## src/core/scc_pkg.sv

```systemverilog
// Purpose: constants and types for the sar conversion mode control block
// Assumes: 125 MHz clock, 8 ns period
// Notes:   cycle counts derive from printed rates and times
// ==========================================================================
// package
package scc_pkg;

    localparam int          SCC_CLK_MHZ      = 125;
    localparam int          SCC_BITS         = 16;
    localparam logic [15:0] SCC_CODE_RST     = 16'h0000;
    localparam logic [15:0] SCC_MSB_WEIGHT   = 16'h8000;
    localparam logic [4:0]  SCC_BIT_CNT_RST  = 5'h00;

    // throughput limits in kilosamples per second; least period rounds up
    localparam int SCC_WARP_KSPS    = 3000;
    localparam int SCC_NORMAL_KSPS  = 2000;
    localparam int SCC_IMPULSE_KSPS = 1250;
    localparam int SCC_WARP_CYC    = (SCC_CLK_MHZ * 1000 + SCC_WARP_KSPS - 1) / SCC_WARP_KSPS;
    localparam int SCC_NORMAL_CYC  = (SCC_CLK_MHZ * 1000 + SCC_NORMAL_KSPS - 1)
                                     / SCC_NORMAL_KSPS;
    localparam int SCC_IMPULSE_CYC = (SCC_CLK_MHZ * 1000 + SCC_IMPULSE_KSPS - 1)
                                     / SCC_IMPULSE_KSPS;

    // warp idle limit: 1 ms
    localparam int SCC_WARP_IDLE_MS  = 1;
    localparam int SCC_WARP_IDLE_CYC = SCC_WARP_IDLE_MS * SCC_CLK_MHZ * 1000;

    // calibration pulse length after reset release
    localparam int SCC_CAL_CYC = 16;

    localparam logic [7:0]  SCC_PERIOD_RST = 8'h00;
    localparam logic [7:0]  SCC_CAL_RST    = 8'h00;

    typedef enum logic [1:0]
    {
        SCC_MODE_NORMAL   = 2'h0,
        SCC_MODE_IMPULSE  = 2'h1,
        SCC_MODE_WARP     = 2'h2,
        SCC_MODE_WB_WARP  = 2'h3
    } scc_mode_type;

    typedef enum logic [6:0]
    {
        SCC_ST_CAL     = 7'h01,
        SCC_ST_ACQ     = 7'h02,
        SCC_ST_GND_OPEN = 7'h04,
        SCC_ST_REF_GND = 7'h08,
        SCC_ST_SEARCH  = 7'h10,
        SCC_ST_DONE    = 7'h20,
        SCC_ST_SLEEP   = 7'h40
    } scc_state_type;

    // switch drive to the analog arrays
    typedef struct packed
    {
        logic        pos_input_ground_switch;
        logic        neg_input_ground_switch;
        logic        arrays_to_input;
        logic        arrays_to_reference_ground;
        logic [15:0] dac_ref_select;
    } scc_switch_type;

    typedef struct packed
    {
        logic        code_valid;
        logic [15:0] code;
    } scc_result_type;

endpackage : scc_pkg

```

## src/core/scc_conversion_ctrl.sv

```systemverilog
// Purpose: control sequence of a 16 bit successive approximation converter
// Assumes: all pins synchronous to clk; comparator output valid one cycle
//          after the dac drive changes
// Notes:   throughput caps enforced by holding off starts until the mode's
//          least conversion period has elapsed
// ==========================================================================
`timescale 1ns/10ps

module scc_conversion_ctrl
(
    input  wire logic                  clk,                // 125 MHz clock
    input  wire logic                  resetn,             // sync reset, active low
    input  wire logic                  conversion_start_n, // start strobe, falling edge
    input  wire logic                  fast_mode,          // warp mode pin
    input  wire logic                  low_power_mode,     // impulse mode pin
    input  wire logic                  power_down_in,      // inhibit further conversions
    input  wire logic                  comparator_high,    // comparator says trial too big
    output scc_pkg::scc_switch_type    switch_drive,       // array switch controls
    output scc_pkg::scc_result_type    result,             // output code and valid
    output logic                       busy,               // conversion or calibration
    output logic                       hold,               // sample-and-hold in hold
    output logic                       circuits_powered,   // analog circuits enabled
    output logic                       warp_stale          // first result after long gap
);
    import scc_pkg::*;

    // ======================================================================
    // mode decode
    function automatic scc_mode_type decode_mode(input logic f, input logic lp);
        decode_mode = scc_mode_type'({f, lp});
    endfunction : decode_mode

    function automatic int min_period(input scc_mode_type m);
        unique case (m)
            SCC_MODE_WB_WARP, SCC_MODE_WARP: min_period = SCC_WARP_CYC;
            SCC_MODE_NORMAL:                 min_period = SCC_NORMAL_CYC;
            SCC_MODE_IMPULSE:                min_period = SCC_IMPULSE_CYC;
        endcase
    endfunction : min_period

    // ======================================================================
    // state
    scc_state_type  state_ff,    nxt_state;
    logic           start_d_ff,  nxt_start_d;
    logic [15:0]    trial_ff,    nxt_trial;
    logic [15:0]    code_ff,     nxt_code;
    logic [4:0]     bit_ff,      nxt_bit;
    logic [7:0]     period_ff,   nxt_period;
    logic [7:0]     cal_ff,      nxt_cal;
    logic [27:0]    idle_ff,     nxt_idle;
    logic           stale_ff,    nxt_stale;
    logic           valid_ff,    nxt_valid;
    logic           pwr_ff,      nxt_pwr;
    scc_mode_type   mode;
    logic           start_fall;
    logic           period_met;
    logic           warp_mode;

    assign mode       = decode_mode(fast_mode, low_power_mode);
    assign warp_mode  = (mode == SCC_MODE_WARP) || (mode == SCC_MODE_WB_WARP);
    assign start_fall = start_d_ff && !conversion_start_n;
    // the counter restarts at zero on the taking edge, so it reads one less than
    // the cycles elapsed; a start exactly one least period later is accepted
    assign period_met = ((32'(period_ff) + 32'd1) >= min_period(mode));

    // ======================================================================
    // next state
    always_comb
    begin
        nxt_state   = state_ff;
        nxt_start_d = conversion_start_n;
        nxt_trial   = trial_ff;
        nxt_code    = code_ff;
        nxt_bit     = bit_ff;
        nxt_period  = (period_ff == 8'hff) ? period_ff : period_ff + 8'h01;
        nxt_cal     = cal_ff;
        nxt_idle    = (idle_ff == 28'hfffffff) ? idle_ff : idle_ff + 28'h0000001;
        nxt_stale   = stale_ff;
        nxt_valid   = valid_ff;
        nxt_pwr     = pwr_ff;

        unique case (state_ff)
            SCC_ST_CAL:
            begin
                // calibration pulse after reset release
                nxt_cal = cal_ff + 8'h01;
                if (32'(cal_ff) >= SCC_CAL_CYC - 1)
                begin
                    nxt_state = SCC_ST_ACQ;
                end
            end
            SCC_ST_ACQ, SCC_ST_SLEEP:
            begin
                // start honoured only once the previous period has elapsed,
                // which caps throughput per mode; power down blocks new starts
                if (start_fall && period_met && !power_down_in)
                begin
                    nxt_state  = SCC_ST_GND_OPEN;
                    nxt_period = SCC_PERIOD_RST;
                    nxt_valid  = 1'b0;
                    nxt_pwr    = 1'b1;
                    // gap over 1 ms in warp: flag result for the host
                    nxt_stale  = warp_mode && (32'(idle_ff) > SCC_WARP_IDLE_CYC);
                end
            end
            SCC_ST_GND_OPEN:
            begin
                nxt_state = SCC_ST_REF_GND;
            end
            SCC_ST_REF_GND:
            begin
                nxt_state = SCC_ST_SEARCH;
                nxt_trial = SCC_MSB_WEIGHT;
                nxt_code  = SCC_MSB_WEIGHT;
                nxt_bit   = SCC_BIT_CNT_RST;
            end
            SCC_ST_SEARCH:
            begin
                // keep or drop the trial bit, then try the next lower one
                if (comparator_high)
                begin
                    nxt_code = code_ff & ~trial_ff;
                end
                nxt_trial = trial_ff >> 1;
                nxt_code  = (comparator_high ? (code_ff & ~trial_ff) : code_ff)
                            | (trial_ff >> 1);
                nxt_bit   = bit_ff + 5'h01;
                if (32'(bit_ff) == SCC_BITS - 1)
                begin
                    nxt_state = SCC_ST_DONE;
                    nxt_code  = comparator_high ? (code_ff & ~trial_ff) : code_ff;
                end
            end
            SCC_ST_DONE:
            begin
                nxt_valid = 1'b1;
                nxt_idle  = 28'h0000000;
                if (mode == SCC_MODE_IMPULSE || power_down_in)
                begin
                    nxt_state = SCC_ST_SLEEP;
                    nxt_pwr   = 1'b0;
                end
                else
                begin
                    nxt_state = SCC_ST_ACQ;
                end
            end
            default:
            begin
                nxt_state = SCC_ST_ACQ;
            end
        endcase
    end

    // ======================================================================
    // registers
    always_ff @(posedge clk)
    begin
        if (!resetn)
        begin
            // reset aborts any conversion; release enters calibration
            state_ff   <= SCC_ST_CAL;
            start_d_ff <= 1'b1;
            trial_ff   <= SCC_CODE_RST;
            code_ff    <= SCC_CODE_RST;
            bit_ff     <= SCC_BIT_CNT_RST;
            period_ff  <= 8'hff;
            cal_ff     <= SCC_CAL_RST;
            idle_ff    <= 28'h0000000;
            stale_ff   <= 1'b0;
            valid_ff   <= 1'b0;
            pwr_ff     <= 1'b1;
        end
        else
        begin
            state_ff   <= nxt_state;
            start_d_ff <= nxt_start_d;
            trial_ff   <= nxt_trial;
            code_ff    <= nxt_code;
            bit_ff     <= nxt_bit;
            period_ff  <= nxt_period;
            cal_ff     <= nxt_cal;
            idle_ff    <= nxt_idle;
            stale_ff   <= nxt_stale;
            valid_ff   <= nxt_valid;
            pwr_ff     <= nxt_pwr;
        end
    end

    // ======================================================================
    // outputs straight from flip-flops
    scc_switch_type sw_ff, nxt_sw;
    logic           busy_ff, nxt_busy;
    logic           hold_ff, nxt_hold;

    always_comb
    begin
        nxt_sw.pos_input_ground_switch    = (nxt_state == SCC_ST_ACQ)
                                            || (nxt_state == SCC_ST_SLEEP);
        nxt_sw.neg_input_ground_switch    = nxt_sw.pos_input_ground_switch;
        nxt_sw.arrays_to_input            = nxt_sw.pos_input_ground_switch
                                            || (nxt_state == SCC_ST_GND_OPEN);
        nxt_sw.arrays_to_reference_ground = (nxt_state == SCC_ST_REF_GND)
                                            || (nxt_state == SCC_ST_SEARCH);
        nxt_sw.dac_ref_select             = (nxt_state == SCC_ST_SEARCH) ? nxt_code
                                            : SCC_CODE_RST;
        nxt_busy = !((nxt_state == SCC_ST_ACQ) || (nxt_state == SCC_ST_SLEEP));
        // calibration holds no sample, so hold stays low there
        nxt_hold = (nxt_state == SCC_ST_GND_OPEN) || (nxt_state == SCC_ST_REF_GND)
                   || (nxt_state == SCC_ST_SEARCH) || (nxt_state == SCC_ST_DONE);
    end

    always_ff @(posedge clk)
    begin
        if (!resetn)
        begin
            sw_ff   <= '0;
            busy_ff <= 1'b1;
            hold_ff <= 1'b0;
        end
        else
        begin
            sw_ff   <= nxt_sw;
            busy_ff <= nxt_busy;
            hold_ff <= nxt_hold;
        end
    end

    assign switch_drive      = sw_ff;
    assign busy              = busy_ff;
    assign hold              = hold_ff;
    assign result            = '{code_valid: valid_ff, code: code_ff};
    assign circuits_powered  = pwr_ff;
    assign warp_stale        = stale_ff;

endmodule : scc_conversion_ctrl

```

## config.mk

```make
export PLATFORM = sky130hd
export DESIGN_NAME = scc_conversion_ctrl
export DESIGN_NICKNAME = d
export VERILOG_FILES = /design/src/core/scc_pkg.sv /design/src/core/scc_conversion_ctrl.sv
export SDC_FILE = /design/constraint.sdc
export NUM_CORES = 1
export LEC_CHECK = 0
export ABC_CLOCK_PERIOD_IN_PS = 7400
export BUFFER_PORTS_ARGS = -buffer_cell sky130_fd_sc_hd__buf_2
export CORE_UTILIZATION = 45
export CTS_CLUSTER_DIAMETER = 50
export CTS_CLUSTER_SIZE = 12
export DETAILED_ROUTE_END_ITERATION = 8
export GPL_ROUTABILITY_DRIVEN = 1
export SLEW_MARGIN = 5
export SYNTH_ARGS = -nofsm -noshare
export SYNTH_HDL_FRONTEND = slang
export SYNTH_SLANG_ARGS = --single-unit
```

## constraint.sdc

```tcl
create_clock -name clk -period 7.4 [get_ports clk]
set_input_delay 0 -clock clk [delete_from_list [all_inputs] [get_ports clk]]
set_output_delay 0 -clock clk [all_outputs]
set_load 0.01 [all_outputs]
```

==> impl_metrics.ini <==
[run_status]
status = completed

[setup_path]
cp_data_arrival_time_ns = 3.57
worst_setup_path_startpoint = period_ff[0]$_SDFF_PN1_
timing.rr.start = period_ff[0]$_SDFF_PN1_
endpoint = warp_stale$_SDFFE_PN0P_
r2r_slack_ns = 4.22
path_depth = 10
worst_path_most_repeated_cell = ha_1
rr_worst_depth = 10
slowest_stage = dlygate4sd3_1
critical_path.max_fanout = 10
endpoint_kind = register
crit_required_ns = 7.79
crit_type = register to register
r2r-end = warp_stale$_SDFFE_PN0P_
crit_path_start_kind = register
critPathBufInv = 1
crit_chain = ha_1 > xor2_1 > ha_1 > a21o_1 > a31oi_1 > o21ai_0 > a311oi_4 > nor2_2 > mux2i_1 > dlygate4sd3_1
cpPeakStageDelay_ns = 0.56
path_delay_family = compound AO/OA/AOI/OAI gates

[global_route]
antenna_found_initial = 0
grt_pass1_wl_microns = 17600
grt_usage = 0.196
overflow = 0
grt_pass1_vias = 3797
grt_max_degree = 47

[final_layout]
fin_nets = 638
area_growth_pct = 19.9
final_cells = 768
regArea_sq_um = 2260
fillerInstances = 990
multi_input_area_sq_um = 2440
final_util = 0.566
drive_gt1_frac = 0.161
finalInstanceArea_sq_um = 5920
diodes = 0

[cts]
htree_num_levels = 4
cts_inserted_buffers = 17
cts_buffer_depth = 2
cts_root_buf = clkbuf_8
path_clk_slew_ns = 0.05
cts_tree = yes
clk_latency_ns = 0.52
cts_setup_buffers = 0
cts.sinks = 113
cts_resized = 0

[floorplanning]
die-width_microns = 107
core-area_sq_um = 10500
die_h_microns = 107
die_area_sq_um = 11400
io_pins = 48
num_rows = 37
initial_core_util = 0.472

[synth]
synth_nets = 591
ys_warn_count = 0
ys_async_sr_fraction = 0
synth_top_cell_by_area = dfxtp_1
synth.distinct_cells = 57
ys_seq_area_frac = 0.458
synth_edf_count = 0
syn-cell-area_sq_um = 4940
synth_area_leaders = dfxtp_1, nand3_1, nor2_1, a21oi_1, xor2_1
synth_area_per_cell_sq_um = 8.63
synth_ff_type = dfxtp_1
yosys.area.top_type_share = 0.458
ys_seq_elements = 113
synth_cells = 572

[sta]
report.final.slew_viol_count = 0
setup_viol = 0
hold_violations = 0
clock.fmax_ghz = 0.315
finalCritPeriodShare = 0.429
fin_tns_setup_ns = 0
fin_crit_ns = 3.18
tightestPinTransition_ns = 0.966
rsz0062_at_grt = no
max-slew-margin-rel = 0.354
fin_skew_ns = 0.0164
setup_ws_ns = 4.22

[hold_path]
min_from = comparator_high
hold_path_class = primary input to register

[routing]
antenna_left = 0
wl_per_cell_microns = 13.9
drc = 0
drt-vias-per-instance = 5.39
drt_pass1_iterations = 4
drt-total-wl_microns = 10700
vias = 4138
drt_first_iter_violations = 235

[run]
maxCapViolations = 0

[power]
ir_worst_vdd_v = 0.000181
leakagePower_nw = 2.21
powerDensity_nw_per_um2 = 299

[placed_design]
routabilityCongestion = 0.811
place_area_sq_um = 5230
dpl_worst_slack_ns = 4.70
place_inst = 728
hpwl_microns = 6730
portBuffers = 47
[power breakdown]
part,switching (mW),internal (mW)
Combinational,0.146,0.121
Clock,0.289,0.542
Sequential,0.0332,0.637
[synthesized netlist by cell type, drive strengths merged, types with 4 or more instances]
cell type	number
a21oi	49
a22oi	16
and3	11
buf	14
clkbuf	15
dfxtp	113
ha	12
inv	25
nand2	46
nand3	56
nand4	12
nor2	74
nor2b	4
nor3	16
nor4	8
o21ai	19
or3	9
xnor2	12
xor2	22
[cells by family (layout without fill, tap and decap cells)]
| kind of cell | Yosys count | after routing | share of synthesized area |
|---|---|---|---|
| AOI/OAI and AO/OA | 100 | 100 | 0.127 |
| and+or+nand+nor | 254 | 254 | 0.266 |
| adders and majority gates | 12 | 12 | 0.0304 |
| buffers and inverters | 55 | 115 | 0.0479 |
| muxes | 4 | 4 | 0.00836 |
| DFF | 113 | 113 | 0.458 |
| xor gates and xnor gates | 34 | 34 | 0.0618 |
[per-layer routing]
metal  wire length (microns)  GRT usage  vias to the layer above
li1                        -          -                     2093
met3                     441     0.0657                        8
met4                      91     0.0783                        0
met1                    5150      0.244                     1968
met5                       0          0                        -
met2                    5000      0.313                       69
[worst reg2reg max path, cell delays in order, from the launching register on]
cell	delay, ns
dfxtp_1	0.45
ha_1	0.28
xor2_1	0.22
ha_1	0.27
a21o_1	0.18
a31oi_1	0.17
o21ai_0	0.17
a311oi_4	0.44
nor2_2	0.17
mux2i_1	0.15
dlygate4sd3_1	0.56
[through the flow]
| step | power [mW] | hold WS, ns |
|---|---|---|
| 5_1_grt | 1.85 | 0.0827 |
| 6_report | 1.77 | 0.0722 |
| 2_1_floorplan | 0.893 | 0.101 |
| 4_1_cts | 1.79 | 0.0332 |
| 3_5_place_dp | 0.944 | 0.267 |
| 3_3_place_gp | 0.934 | 0.250 |
[worst min path at each step]
stage | endpoint | slack [ns] | cells after the start
2_1_floorplan | start_d_ff$_SDFF_PN1_ | 0.10 | 1
3_3_place_gp | start_d_ff$_SDFF_PN1_ | 0.25 | 2
3_5_place_dp | start_d_ff$_SDFF_PN1_ | 0.27 | 2
4_1_cts | code_ff[15]$_SDFF_PN0_ | 0.03 | 4
5_1_grt | code_ff[15]$_SDFF_PN0_ | 0.08 | 4
6_report | code_ff[15]$_SDFF_PN0_ | 0.07 | 4
[layout by cell type (no fill, tap or decap), types with 6 or more instances in the layout]
cell           netlist  final
dfxtp_1            113    113
nor2_1              70     70
nand3_1             55     55
a21oi_1             49     49
buf_2                9     47
nand2_1             45     45
inv_1               25     25
xor2_1              22     22
o21ai_0             19     19
a22oi_1             16     16
clkbuf_16            0     16
nor3_1              13     13
nand4_1             12     12
ha_1                12     12
xnor2_1             11     11
and3_1               9      9
or3_1                8      8
dlygate4sd3_1        0      8
nor4_1               6      6
[area by class of cell]
| class | count | share of cell area |
|---|---|---|
| Clock inverter | 11 | 0.0260 |
| Multi-Input combinational cell | 404 | 0.413 |
| Timing Repair Buffer | 57 | 0.0558 |
| Sequential cell | 113 | 0.382 |
| Clock buffer | 21 | 0.0776 |
| Tap cell | 136 | 0.0288 |
| Inverter | 26 | 0.0165 |
[registers in the layout (all words and copies together), names as in the netlist]
signal,count
warp_stale,1
hold,1
code_ff,16
trial_ff,16
bit_ff,5
busy,1
circuits_powered,1
idle_ff,28
state_ff,7
cal_ff,8
start_d_ff,1
valid_ff,1
switch_drive,19
period_ff,8
[what timing repair did]
| action | CTS | global route |
|---|---|---|
| hold buffers | 8 | 0 |
| endpoints found under the hold margin | 22 | 0 |
| endpoints found under the setup margin | 0 | 0 |
Power figures use the tool's default switching activity.
